**config.mk**
```make
export PLATFORM = sky130hd
export DESIGN_NAME = bfmdsr_regs
export DESIGN_NICKNAME = d
export VERILOG_FILES = /design/src/verilog/bfmdsr_pkg.sv /design/src/verilog/bfmdsr_frame_port.sv /design/src/verilog/bfmdsr_regs.sv
export SDC_FILE = /design/constraint.sdc
export NUM_CORES = 1
export LEC_CHECK = 0
export BUFFER_PORTS_ARGS = -buffer_cell sky130_fd_sc_hd__buf_2
export CORE_UTILIZATION = 30
export CTS_CLUSTER_SIZE = 25
export DETAILED_ROUTE_END_ITERATION = 12
export GPL_TIMING_DRIVEN = 0
export PLACE_DENSITY = 0.46
export SLEW_MARGIN = 20
export SYNTH_ARGS = -nofsm -noshare
export SYNTH_HDL_FRONTEND = slang
export SYNTH_SLANG_ARGS = --single-unit
```
**constraint.sdc**
```tcl
create_clock -name clk_i -period 4.5 [get_ports clk_i]
set_input_delay 0.675 -clock clk_i [delete_from_list [all_inputs] [get_ports clk_i]]
set_output_delay 0.675 -clock clk_i [all_outputs]
set_load 0.01 [all_outputs]
```
**src/verilog/bfmdsr_pkg.sv**
```systemverilog
// Operation
// - Every 16-bit frame carries odd parity over all sixteen bits.
// - Power-on reset loads defaults: masks zero, stop-on-fail one.
// - First mask register bit set disables its rail, boot, temperature or gate fault.
// - Second mask register bit set disables its regulator, supply, logic or drain fault.
// - First diagnostic register reports rail-three faults and four gate undervoltages.
// - Second diagnostic register reports regulator faults and four drain overvoltages.
// - Third diagnostic register reports supply, bootstrap, overcurrent and open load.
// - With strobe high, two control bits select the diagnostic pin source.
// - Bootstrap-manager-off bit set disables the bootstrap charging manager.
// - Stop-on-fail set stops the bridge on a fault other than temperature warning or watchdog timeout; clear only reports.
// - Four control bits drive both gates of phases A and B.
// - Status word returns summary flags; roll-up and power-on flags read one after reset.
// - Supply, regulator, rail-three and load summaries follow their diagnostic bits.
// - Bootstrap, gate-source and drain-source summaries follow their diagnostic bits.
package bfmdsr_pkg;

  // ----------------------------------------------------------------------
  // Frame layout
  // ----------------------------------------------------------------------
  localparam int unsigned FRAME_BITS = 16;
  localparam int unsigned ADDR_MSB   = 15;
  localparam int unsigned ADDR_LSB   = 12;
  localparam int unsigned WR_BIT     = 11;
  localparam int unsigned PAR_BIT    = 0;

  // ----------------------------------------------------------------------
  // Register addresses
  // ----------------------------------------------------------------------
  localparam logic [3:0] ADDR_MASK0 = 4'ha;
  localparam logic [3:0] ADDR_MASK1 = 4'hb;
  localparam logic [3:0] ADDR_DIAG0 = 4'hc;
  localparam logic [3:0] ADDR_DIAG1 = 4'hd;
  localparam logic [3:0] ADDR_DIAG2 = 4'he;
  localparam logic [3:0] ADDR_CTRL  = 4'hf;

  // ----------------------------------------------------------------------
  // Writable bits and reset values
  // ----------------------------------------------------------------------
  localparam logic [15:0] MASK_WBITS  = 16'h079e;
  localparam logic [15:0] CTRL_WBITS  = 16'h079e;
  localparam logic [15:0] MASK_RESET  = 16'h0000;
  localparam logic [15:0] CTRL_RESET  = 16'h0080;
  localparam logic [15:0] ZERO16      = 16'h0000;

  // ----------------------------------------------------------------------
  // Field positions shared by mask, diagnostic and control registers
  // ----------------------------------------------------------------------
  localparam int unsigned F_HI_OVER   = 10;
  localparam int unsigned F_HI_UNDER  = 9;
  localparam int unsigned F_RANGE     = 8;
  localparam int unsigned F_WARN      = 7;
  localparam int unsigned F_GATE_MSB  = 4;
  localparam int unsigned F_GATE_LSB  = 1;
  localparam int unsigned F_BOOT_B    = 7;
  localparam int unsigned F_BOOT_A    = 6;
  localparam int unsigned F_OC_B      = 3;
  localparam int unsigned F_OC_A      = 2;
  localparam int unsigned F_OPEN_LOAD = 1;
  localparam int unsigned F_SEL_MSB   = 10;
  localparam int unsigned F_SEL_LSB   = 9;
  localparam int unsigned F_BOOT_OFF  = 8;
  localparam int unsigned F_STOP_FAIL = 7;

  // ----------------------------------------------------------------------
  // Status word positions
  // ----------------------------------------------------------------------
  localparam int unsigned S_ANY  = 15;
  localparam int unsigned S_POR  = 14;
  localparam int unsigned S_SERR = 13;
  localparam int unsigned S_OT   = 11;
  localparam int unsigned S_TW   = 10;
  localparam int unsigned S_VS   = 9;
  localparam int unsigned S_VLO  = 8;
  localparam int unsigned S_ETO  = 7;
  localparam int unsigned S_VR   = 6;
  localparam int unsigned S_V3   = 5;
  localparam int unsigned S_LDF  = 4;
  localparam int unsigned S_BSU  = 3;
  localparam int unsigned S_GSU  = 2;
  localparam int unsigned S_DSO  = 1;

  // ----------------------------------------------------------------------
  // Diagnostic pin select codes and timing
  // ----------------------------------------------------------------------
  typedef enum logic [1:0] {
    SEL_FAULT_LOW,
    SEL_PULSE_FAULT,
    SEL_TEMPERATURE,
    SEL_SENSE_AMP
  } bfmdsr_sel_t;

  localparam int unsigned CLK_PERIOD_PS   = 5000;
  localparam int unsigned PULSE_HALF_NS   = 1000;
  localparam int unsigned PULSE_HALF_CYC  = (PULSE_HALF_NS * 1000 + CLK_PERIOD_PS - 1)
                                            / CLK_PERIOD_PS;
  localparam logic [7:0]  PULSE_LAST      = 8'(PULSE_HALF_CYC - 1);

endpackage

```
**src/verilog/bfmdsr_frame_port.sv**
```systemverilog
`timescale 1ns/100ps
module bfmdsr_frame_port (
  // Clock and reset
  input  wire logic        clk_i,
  input  wire logic        reset_i,
  // Serial pins
  input  wire logic        strobe_n_i,
  input  wire logic        sclk_i,
  input  wire logic        sdi_i,
  output logic             sdo_o,
  // Frame side
  input  wire logic [15:0] tx_word_i,
  output logic [15:0]      rx_word_o,
  output logic             frame_done_o,
  output logic             frame_ok_o
);

  logic        sclk_q;
  logic        strobe_q;
  logic [15:0] tx_shift;
  logic [4:0]  bit_count;
  logic        next_sdo;
  logic [15:0] next_rx;
  logic [15:0] next_tx;
  logic [4:0]  next_count;
  logic        next_done;
  logic        next_ok;

  localparam int unsigned FRAME_BITS_W = bfmdsr_pkg::FRAME_BITS;

  // ----------------------------------------------------------------------
  // Shifter: sample on rising clock, present on falling clock
  // ----------------------------------------------------------------------
  always_comb begin
    next_sdo   = sdo_o;
    next_rx    = rx_word_o;
    next_tx    = tx_shift;
    next_count = bit_count;
    next_done  = 1'b0;
    next_ok    = frame_ok_o;
    if (strobe_q && !strobe_n_i) begin
      next_tx    = tx_word_i;
      next_sdo   = tx_word_i[15];
      next_count = 5'h00;
    end else if (!strobe_n_i) begin
      if (!sclk_q && sclk_i) begin
        next_rx = {rx_word_o[14:0], sdi_i};
        if (bit_count != 5'h1f) begin
          next_count = bit_count + 5'h01;
        end
      end else if (sclk_q && !sclk_i) begin
        next_tx  = {tx_shift[14:0], 1'b0};
        next_sdo = tx_shift[14];
      end
    end else begin
      next_sdo = 1'b0;
      if (!strobe_q) begin
        // Over- or under-length frames are flagged, never executed.
        next_done = 1'b1;
        next_ok   = (bit_count == 5'(FRAME_BITS_W));
      end
    end
  end

  always_ff @(posedge clk_i or posedge reset_i) begin
    if (reset_i) begin
      sclk_q       <= 1'b0;
      strobe_q     <= 1'b1;
      sdo_o        <= 1'b0;
      rx_word_o    <= 16'h0000;
      tx_shift     <= 16'h0000;
      bit_count    <= 5'h00;
      frame_done_o <= 1'b0;
      frame_ok_o   <= 1'b0;
    end else begin
      sclk_q       <= sclk_i;
      strobe_q     <= strobe_n_i;
      sdo_o        <= next_sdo;
      rx_word_o    <= next_rx;
      tx_shift     <= next_tx;
      bit_count    <= next_count;
      frame_done_o <= next_done;
      frame_ok_o   <= next_ok;
    end
  end

endmodule

```
**src/verilog/bfmdsr_regs.sv**
```systemverilog
`timescale 1ns/100ps
module bfmdsr_regs (
  // Clock and reset
  input  wire logic       clk_i,
  input  wire logic       reset_i,
  // Serial port
  input  wire logic       strobe_n_i,
  input  wire logic       sclk_i,
  input  wire logic       sdi_i,
  output logic            sdo_o,
  // Fault detector inputs, high means present
  input  wire logic       rail3_over_i,
  input  wire logic       rail3_under_i,
  input  wire logic       regulator_over_i,
  input  wire logic       regulator_under_i,
  input  wire logic       supply_over_i,
  input  wire logic       supply_under_i,
  input  wire logic [3:0] gate_under_i,
  input  wire logic [3:0] drain_over_i,
  input  wire logic [1:0] boot_under_i,
  input  wire logic [1:0] overcurrent_i,
  input  wire logic       open_load_i,
  input  wire logic       temp_warning_i,
  input  wire logic       over_temp_i,
  input  wire logic       logic_overvoltage_i,
  input  wire logic       enable_watchdog_timeout_i,
  // Diagnostic pin sources
  input  wire logic       temp_signal_i,
  input  wire logic       sense_amp_i,
  // Bridge side
  output logic [3:0]      gate_cmd_o,
  output logic            bridge_stop_o,
  output logic            bootstrap_mgr_off_o,
  output logic            diag_pin_o
);

  // ----------------------------------------------------------------------
  // Helpers
  // ----------------------------------------------------------------------
  function automatic logic [15:0] with_parity(input logic [15:0] w);
    logic [15:0] r;
    r    = {w[15:1], 1'b0};
    r[0] = ~(^r[15:1]);
    return r;
  endfunction

  function automatic logic [15:0] merge_write(input logic [15:0] old_v,
                                              input logic [15:0] new_v,
                                              input logic [15:0] wbits);
    return (old_v & ~wbits) | (new_v & wbits);
  endfunction

  // ----------------------------------------------------------------------
  // Serial frame port
  // ----------------------------------------------------------------------
  logic [15:0] tx_word;
  logic [15:0] rx_word;
  logic        frame_done;
  logic        frame_ok;

  bfmdsr_frame_port u_port (
    .clk_i        (clk_i),
    .reset_i      (reset_i),
    .strobe_n_i   (strobe_n_i),
    .sclk_i       (sclk_i),
    .sdi_i        (sdi_i),
    .sdo_o        (sdo_o),
    .tx_word_i    (tx_word),
    .rx_word_o    (rx_word),
    .frame_done_o (frame_done),
    .frame_ok_o   (frame_ok)
  );

  // ----------------------------------------------------------------------
  // State
  // ----------------------------------------------------------------------
  logic [15:0] fault_mask_rails_gate_under;
  logic [15:0] fault_mask_supply_drain_over;
  logic [15:0] bridge_control;
  logic [15:0] diag_rail_gate_under;
  logic [15:0] diag_regulator_drain_over;
  logic [15:0] diag_supply_boot_load;
  logic        por_flag;
  logic        frame_error_flag;
  logic        reply_is_reg;
  logic [3:0]  reply_addr;
  logic [7:0]  pulse_count;
  logic        pulse_level;

  logic [15:0] next_mask0;
  logic [15:0] next_mask1;
  logic [15:0] next_ctrl;
  logic [15:0] next_diag0;
  logic [15:0] next_diag1;
  logic [15:0] next_diag2;
  logic        next_por;
  logic        next_serr;
  logic        next_reply_is_reg;
  logic [3:0]  next_reply_addr;
  logic [7:0]  next_pulse_count;
  logic        next_pulse_level;
  logic [3:0]  next_gate_cmd;
  logic        next_stop;
  logic        next_diag_pin;

  // ----------------------------------------------------------------------
  // Fault qualification
  // ----------------------------------------------------------------------
  logic [15:0] m0;
  logic [15:0] m1;
  logic [15:0] live0;
  logic [15:0] live1;
  logic [15:0] live2;
  logic [15:0] en0;
  logic [15:0] en1;
  logic [15:0] en2;

  assign m0 = fault_mask_rails_gate_under;
  assign m1 = fault_mask_supply_drain_over;

  // A mask bit set removes the fault from its diagnostic bit.
  assign en0 = {5'h00, ~m0[10], ~m0[9], 4'h0, ~m0[4:1], 1'b0};
  assign en1 = {5'h00, ~m1[10], ~m1[9], 4'h0, ~m1[4:1], 1'b0};
  assign en2 = {5'h00, ~m1[8], ~m1[8], 1'b0, ~m0[8], ~m0[8], 2'b00,
                3'b111, 1'b0};

  assign live0 = {5'h00, rail3_over_i, rail3_under_i, 4'h0, gate_under_i, 1'b0}
                 & en0;
  assign live1 = {5'h00, regulator_over_i, regulator_under_i, 4'h0, drain_over_i,
                  1'b0} & en1;
  assign live2 = {5'h00, supply_over_i, supply_under_i, 1'b0, boot_under_i, 2'b00,
                  overcurrent_i, open_load_i, 1'b0} & en2;

  localparam int unsigned F_WARN_I = bfmdsr_pkg::F_WARN;

  logic warn_live;
  logic logic_ov_live;
  assign warn_live     = temp_warning_i & ~m0[F_WARN_I];
  assign logic_ov_live = logic_overvoltage_i & ~m1[F_WARN_I];

  // ----------------------------------------------------------------------
  // Status word
  // ----------------------------------------------------------------------
  logic [15:0] status_word;
  logic        any_summary;

  always_comb begin
    status_word = 16'h0000;
    status_word[bfmdsr_pkg::S_POR]  = por_flag;
    status_word[bfmdsr_pkg::S_SERR] = frame_error_flag;
    status_word[bfmdsr_pkg::S_OT]   = over_temp_i;
    status_word[bfmdsr_pkg::S_TW]   = warn_live;
    status_word[bfmdsr_pkg::S_VLO]  = logic_ov_live;
    status_word[bfmdsr_pkg::S_ETO]  = enable_watchdog_timeout_i;
    status_word[bfmdsr_pkg::S_VS]   = diag_supply_boot_load[10]
                                      | diag_supply_boot_load[9];
    status_word[bfmdsr_pkg::S_VR]   = diag_regulator_drain_over[10]
                                      | diag_regulator_drain_over[9];
    status_word[bfmdsr_pkg::S_V3]   = diag_rail_gate_under[10]
                                      | diag_rail_gate_under[9];
    status_word[bfmdsr_pkg::S_LDF]  = |diag_supply_boot_load[3:1];
    status_word[bfmdsr_pkg::S_BSU]  = |diag_supply_boot_load[7:6];
    status_word[bfmdsr_pkg::S_GSU]  = |diag_rail_gate_under[4:1];
    status_word[bfmdsr_pkg::S_DSO]  = |diag_regulator_drain_over[4:1];
    // The roll-up flag also covers power-on, so it reads one after reset.
    status_word[bfmdsr_pkg::S_ANY]  = |status_word[14:1];
  end

  assign any_summary = |{diag_rail_gate_under, diag_regulator_drain_over,
                         diag_supply_boot_load, over_temp_i, logic_ov_live};

  // ----------------------------------------------------------------------
  // Reply selection for the next frame
  // ----------------------------------------------------------------------
  always_comb begin
    tx_word = status_word;
    if (reply_is_reg) begin
      case (reply_addr)
        bfmdsr_pkg::ADDR_MASK0: tx_word = {reply_addr, 1'b0, m0[10:0]};
        bfmdsr_pkg::ADDR_MASK1: tx_word = {reply_addr, 1'b0, m1[10:0]};
        bfmdsr_pkg::ADDR_DIAG0: tx_word = {reply_addr, 1'b0, diag_rail_gate_under[10:0]};
        bfmdsr_pkg::ADDR_DIAG1: tx_word = {reply_addr, 1'b0,
                                           diag_regulator_drain_over[10:0]};
        bfmdsr_pkg::ADDR_DIAG2: tx_word = {reply_addr, 1'b0, diag_supply_boot_load[10:0]};
        bfmdsr_pkg::ADDR_CTRL:  tx_word = {reply_addr, 1'b0, bridge_control[10:0]};
        default:                tx_word = status_word;
      endcase
    end
    tx_word = with_parity(tx_word);
  end

  // ----------------------------------------------------------------------
  // Register file next state
  // ----------------------------------------------------------------------
  logic        frame_good;
  logic        frame_write;
  logic [3:0]  frame_addr;
  logic [15:0] clr0;
  logic [15:0] clr1;
  logic [15:0] clr2;
  logic        clr_status;

  assign frame_addr  = rx_word[bfmdsr_pkg::ADDR_MSB:bfmdsr_pkg::ADDR_LSB];
  assign frame_write = rx_word[bfmdsr_pkg::WR_BIT];
  assign frame_good  = frame_done && frame_ok && (^rx_word);

  // A completed reply clears what it carried; a fault still present sets again.
  assign clr_status = frame_done && !reply_is_reg;
  assign clr0 = (frame_done && reply_is_reg && reply_addr == bfmdsr_pkg::ADDR_DIAG0)
                ? 16'hffff : 16'h0000;
  assign clr1 = (frame_done && reply_is_reg && reply_addr == bfmdsr_pkg::ADDR_DIAG1)
                ? 16'hffff : 16'h0000;
  assign clr2 = (frame_done && reply_is_reg && reply_addr == bfmdsr_pkg::ADDR_DIAG2)
                ? 16'hffff : 16'h0000;

  always_comb begin
    next_mask0        = fault_mask_rails_gate_under;
    next_mask1        = fault_mask_supply_drain_over;
    next_ctrl         = bridge_control;
    next_reply_is_reg = reply_is_reg;
    next_reply_addr   = reply_addr;
    // Set wins over clear for every latched flag.
    next_diag0 = (live0 | (diag_rail_gate_under & ~clr0)) & en0;
    next_diag1 = (live1 | (diag_regulator_drain_over & ~clr1)) & en1;
    next_diag2 = (live2 | (diag_supply_boot_load & ~clr2)) & en2;
    next_por   = por_flag & ~clr_status;
    next_serr  = frame_error_flag & ~clr_status;
    if (frame_done && !frame_good) begin
      next_serr         = 1'b1;
      next_reply_is_reg = 1'b0;
    end else if (frame_good) begin
      if (frame_write) begin
        // Diagnostic addresses have no writable bits, so a write is dropped.
        case (frame_addr)
          bfmdsr_pkg::ADDR_MASK0: next_mask0 = merge_write(m0, rx_word,
                                                           bfmdsr_pkg::MASK_WBITS);
          bfmdsr_pkg::ADDR_MASK1: next_mask1 = merge_write(m1, rx_word,
                                                           bfmdsr_pkg::MASK_WBITS);
          bfmdsr_pkg::ADDR_CTRL:  next_ctrl  = merge_write(bridge_control, rx_word,
                                                           bfmdsr_pkg::CTRL_WBITS);
          default:                next_ctrl  = bridge_control;
        endcase
        next_reply_is_reg = 1'b0;
      end else begin
        next_reply_is_reg = (frame_addr >= bfmdsr_pkg::ADDR_MASK0);
        next_reply_addr   = frame_addr;
      end
    end
  end

  always_ff @(posedge clk_i or posedge reset_i) begin
    if (reset_i) begin
      fault_mask_rails_gate_under  <= bfmdsr_pkg::MASK_RESET;
      fault_mask_supply_drain_over <= bfmdsr_pkg::MASK_RESET;
      bridge_control               <= bfmdsr_pkg::CTRL_RESET;
      diag_rail_gate_under         <= bfmdsr_pkg::ZERO16;
      diag_regulator_drain_over    <= bfmdsr_pkg::ZERO16;
      diag_supply_boot_load        <= bfmdsr_pkg::ZERO16;
      por_flag                     <= 1'b1;
      frame_error_flag             <= 1'b0;
      reply_is_reg                 <= 1'b0;
      reply_addr                   <= 4'h0;
    end else begin
      fault_mask_rails_gate_under  <= next_mask0;
      fault_mask_supply_drain_over <= next_mask1;
      bridge_control               <= next_ctrl;
      diag_rail_gate_under         <= next_diag0;
      diag_regulator_drain_over    <= next_diag1;
      diag_supply_boot_load        <= next_diag2;
      por_flag                     <= next_por;
      frame_error_flag             <= next_serr;
      reply_is_reg                 <= next_reply_is_reg;
      reply_addr                   <= next_reply_addr;
    end
  end

  // ----------------------------------------------------------------------
  // Bridge outputs and diagnostic pin
  // ----------------------------------------------------------------------
  bfmdsr_pkg::bfmdsr_sel_t pin_sel;
  assign pin_sel = bfmdsr_pkg::bfmdsr_sel_t'(bridge_control[10:9]);

  always_comb begin
    next_stop        = bridge_control[bfmdsr_pkg::F_STOP_FAIL] & any_summary;
    next_gate_cmd    = next_stop ? 4'h0 : bridge_control[4:1];
    next_pulse_count = pulse_count;
    next_pulse_level = 1'b0;
    if (any_summary) begin
      next_pulse_level = pulse_level;
      if (pulse_count == bfmdsr_pkg::PULSE_LAST) begin
        next_pulse_count = 8'h00;
        next_pulse_level = ~pulse_level;
      end else begin
        next_pulse_count = pulse_count + 8'h01;
      end
    end else begin
      next_pulse_count = 8'h00;
    end
    // During a frame the pin always shows the low-true fault flag.
    next_diag_pin = ~any_summary;
    if (strobe_n_i) begin
      case (pin_sel)
        bfmdsr_pkg::SEL_FAULT_LOW:   next_diag_pin = ~any_summary;
        bfmdsr_pkg::SEL_PULSE_FAULT: next_diag_pin = pulse_level;
        bfmdsr_pkg::SEL_TEMPERATURE: next_diag_pin = temp_signal_i;
        bfmdsr_pkg::SEL_SENSE_AMP:   next_diag_pin = sense_amp_i;
        default:                     next_diag_pin = ~any_summary;
      endcase
    end
  end

  always_ff @(posedge clk_i or posedge reset_i) begin
    if (reset_i) begin
      gate_cmd_o    <= 4'h0;
      bridge_stop_o <= 1'b0;
      diag_pin_o    <= 1'b1;
      pulse_count   <= 8'h00;
      pulse_level   <= 1'b0;
    end else begin
      gate_cmd_o    <= next_gate_cmd;
      bridge_stop_o <= next_stop;
      diag_pin_o    <= next_diag_pin;
      pulse_count   <= next_pulse_count;
      pulse_level   <= next_pulse_level;
    end
  end

  // The control bit itself is a flip-flop, so it goes straight out.
  assign bootstrap_mgr_off_o = bridge_control[bfmdsr_pkg::F_BOOT_OFF];

endmodule

```
==> summary.md <==
| Metric | Value |
|---|---|
| Run status | completed |
| Final total power | 2140 uW |
| Clock transition at the registers of the reported paths | 0.07 ns |
| Maximum fanout along the worst path | 8 |
| Critical register-to-register path startpoint | u_port.rx_word_o[12]$_DFFE_PP0P_ |
| Number of enable flip-flop cells after synthesis | 0 |
| Die area | 17900 um2 |
| Final Critical Period | 2.85 ns |
| Unrepaired setup endpoints after global routing | false |
| Post-cts repair resize count | 0 |
| Max rail drop VDD | 148 uV |
| Yosys warns | 0 |
| Final setup violation count | 0 |
| CTS Buf Count | 9 |
| Fraction of final layout cells sized beyond drive strength 1 | 22.7% |
| Worst setup slack for register-to-register paths | 1.65 ns |
| Overall die width | 134 um |
| Relative slew slack | 41.6% |
| Detail Placement HPWL | 9700 um |
| Family with the most delay on the worst path | simple AND/OR/NAND/NOR gates |
| Postcts setup bufs | 0 |
| Routed WL | 13200 um |
| Root buffer cell | sky130_fd_sc_hd__clkbuf_16 |
| Max Clock Skew | 0.00790 ns |
| Post-placement worst setup slack | 1.56 ns |
| FF+latch count, synth | 106 |
| Mean number of vias per cell | 4.98 |
| Max-capacitance violation count | 0 |
| Number of antenna violations at the first check in global routing | 0 |
| Endpoint of the most critical register-to-register path | fault_mask_supply_drain_over[8]$_DFFE_PP0P_ |
| Register-to-Register Path Depth | 10 |
| F_max | 351 MHz |
| Count of nets left with antenna violations after detail routing | 0 |
| Wire length of the first global-routing pass | 21300 um |
| Num rows | 47 |
| Number of buffer cells added on primary ports | 37 |
| DRC violation count after routing | 0 |
| Syn Area/Cell | 10.6 um2 |
| Pin count of the biggest net entering global routing | 60 |
| Global routing usage summed across all routing layers | 15.8% |
| Largest registers ranked by flip-flop count | u_port.rx_word_o x16, u_port.tx_shift x15 |
| CTS tree | yes |
| Most frequent standard cell in the layout excluding fill and tap cells | sky130_fd_sc_hd__dfrtp_1 |
| Cell accounting for the most synthesized area | sky130_fd_sc_hd__dfrtp_1 |
| Number of cells on the critical path | 10 |
| Number of DRC violations after detailed-routing iteration 0 | 216 |
| Starting Density | 31.1% |
| Number of diodes | 0 |
| Clock sink count | 106 |
| Global-route track usage on met1 | 21.5% |
| Clock latency on the worst-skew pair | 0.36 ns |
| Critical path data arrival time | 3.09 ns |
| Total count of max-transition violations in the final report | 0 |
| Dominant cell type by count on the critical path | sky130_fd_sc_hd__xnor2_1 |
| Ports | 38 |
| Post-synth net total | 528 |
| Cell count after synthesis | 490 |
| Largest reg by FF count | u_port.rx_word_o |
| Fin crit share | 63.4% |
| Worst path bufs/invs | 1 |
| Type of destination of the critical path | flop |
| Most Used Layer, Global Route | met2 |
| Data required time at the worst endpoint | 4.74 ns |
| Final Hold Viols | 0 |
| Proportion of synthesized chip area in sequential cells | 51.0% |
| Critical-path cell with the highest stage delay | sky130_fd_sc_hd__nor2_2 |
| Drt first pass iters | 4 |
| Area of the mapped netlist | 5210 um2 |
| Pin slew with the least headroom to its limit | 0.873 ns |
| H-tree Lvls | 3 |
| Via count of the first global-routing pass | 3763 |
| WS Path Type | flop to flop |
| Weighted congestion at the end of routability-driven global placement | 0.842 |
| Core ar. | 16800 um2 |
| Number of hold buffers added after CTS | 0 |
| Leakage power | 0.00260 uW |
| Routed length per placed instance | 17.3 um |
| Peak per-stage delay on the critical path | 0.50 ns |
| Predominant post-synthesis flop cell | sky130_fd_sc_hd__dfrtp_1 |
| CTS max path bufs | 2 |
| Met2 track utilization from global routing | 24.8% |
| Worst Slack Setup Final | 1.65 ns |
| Met3 Track Usage GR | 4.00% |
| Yosys top cell area share | 49.0% |
| Total Nets Final | 577 |
| Fraction of synthesis flops using an asynchronous set or reset pin | 100% |
| Die Y | 134 um |
| Power density over the cells | 356 nW/um2 |
| Total gr overflow | 0 |
| Top cells by area in the synthesized netlist | sky130_fd_sc_hd__dfrtp_1 49%, sky130_fd_sc_hd__mux2_2 9.9%, sky130_fd_sc_hd__nand2_1 3.6% |
| Area growth syn-to-layout | 15.3% |
| Leading cell types in the layout, fill and taps excluded | 102 x sky130_fd_sc_hd__dfrtp_1, 50 x sky130_fd_sc_hd__nand2_1, 46 x sky130_fd_sc_hd__mux2_2 |
| Max FFs per register | 16 |
| HP Class | input pin to asynchronous set/reset pin |
| Distinct cells, synth | 53 |
| Cell-by-cell listing of the critical path | inv_1, ha_1, xnor2_1, xnor2_1, xnor2_1, xnor2_1, and3_1, nand2_1, nor2_2, mux2_2 |
| Critical Path Source Type | flop |
| Detailed-route via count | 3800 |
==> layer usage <==
layer | wire length, um | vias to the layer above
li1 | - | 1811
met1 | 6310 | 1887
met2 | 6140 | 92
met3 | 610 | 10
met4 | 134 | 0
met5 | 0 | -
==> Yosys cell counts, drive strengths merged (2+ instances only) <==
master,instances
nand2,50
xnor2,21
and4,2
o32ai,2
a22o,2
ha,8
dfrtp,102
and2,9
and3,7
dfstp,4
a32o,2
xnor3,2
nand3b,2
nor3,9
xor2,10
a21oi,26
nor2,48
inv,12
a22oi,6
o21ai,33
nand4,4
o22ai,4
mux2,46
mux2i,6
o211ai,2
clkbuf,10
nand3,11
a31oi,6
nor2b,10
a211oi,2
o31ai,2
a21o,3
nor4,3
buf,11
o41ai,2
==> report_power, final <==
part | total (uW) | internal [uW] | switching (uW) | leakage, uW
sequential | 1070 | 1010 | 66.7 | 0.00130
clock | 808 | 459 | 349 | 0.000148
combinational | 257 | 130 | 127 | 0.00115
==> cell type report <==
| class | instances | area (um2) |
|---|---|---|
| Timing Repair Buffer | 38 | 213 |
| Inverter | 12 | 50.0 |
| Multi-Input combinational cell | 351 | 2390 |
| Buffer | 21 | 111 |
| Tap cell | 220 | 275 |
| Clock buffer | 11 | 253 |
| Clock inverter | 4 | 51.3 |
| Fill cell | 1723 | 10800 |
| Sequential cell | 106 | 2660 |
==> metrics by stage <==
step / utilization [%] / cell area (um2) / TNS, ns / hold WS, ns / std cells
final: 35.8 / 6000 / 0 / 0.387 / 763
after detailed placement: 34.0 / 5700 / 0 / 0.448 / 748
after global routing: 35.8 / 6000 / 0 / 0.406 / 763
after CTS: 35.8 / 6000 / 0 / 0.404 / 763
after floorplan: - / 5210 / 0 / 0.412 / 490
after global placement: 33.8 / 5670 / -22.28 / 0.441 / 747
==> worst max-delay path by stage <==
stage | slack (ns) | startpoint | to
2_1_floorplan | 1.04 | reset_i | bridge_control[10]$_DFFE_PP0P_
3_3_place_gp | -0.23 | reset_i | diag_supply_boot_load[6]$_DFF_PP0_
3_5_place_dp | 1.56 | strobe_n_i | u_port.rx_word_o[15]$_DFFE_PP0P_
4_1_cts | 1.64 | u_port.rx_word_o[13]$_DFFE_PP0P_ | fault_mask_rails_gate_under[4]$_DFFE_PP0P_
5_1_grt | 1.47 | u_port.rx_word_o[12]$_DFFE_PP0P_ | fault_mask_rails_gate_under[3]$_DFFE_PP0P_
6_report | 1.65 | u_port.rx_word_o[12]$_DFFE_PP0P_ | fault_mask_supply_drain_over[8]$_DFFE_PP0P_
==> cell families (layout without fill, tap and decap cells) <==
| logic type | Yosys count | after routing | synth area share, % |
|---|---|---|---|
| AO/OA/AOI/OAI | 99 | 99 | 12.4 |
| XOR/XNOR | 33 | 33 | 6.08 |
| adder cells (fa/ha/maj) | 8 | 8 | 1.92 |
| buffers and inverters | 33 | 86 | 3.00 |
| flip-flops | 106 | 106 | 51.0 |
| multiplexers | 52 | 52 | 11.1 |
| AND/OR/NAND/NOR | 159 | 159 | 14.5 |
Power figures use the tool's default switching activity.
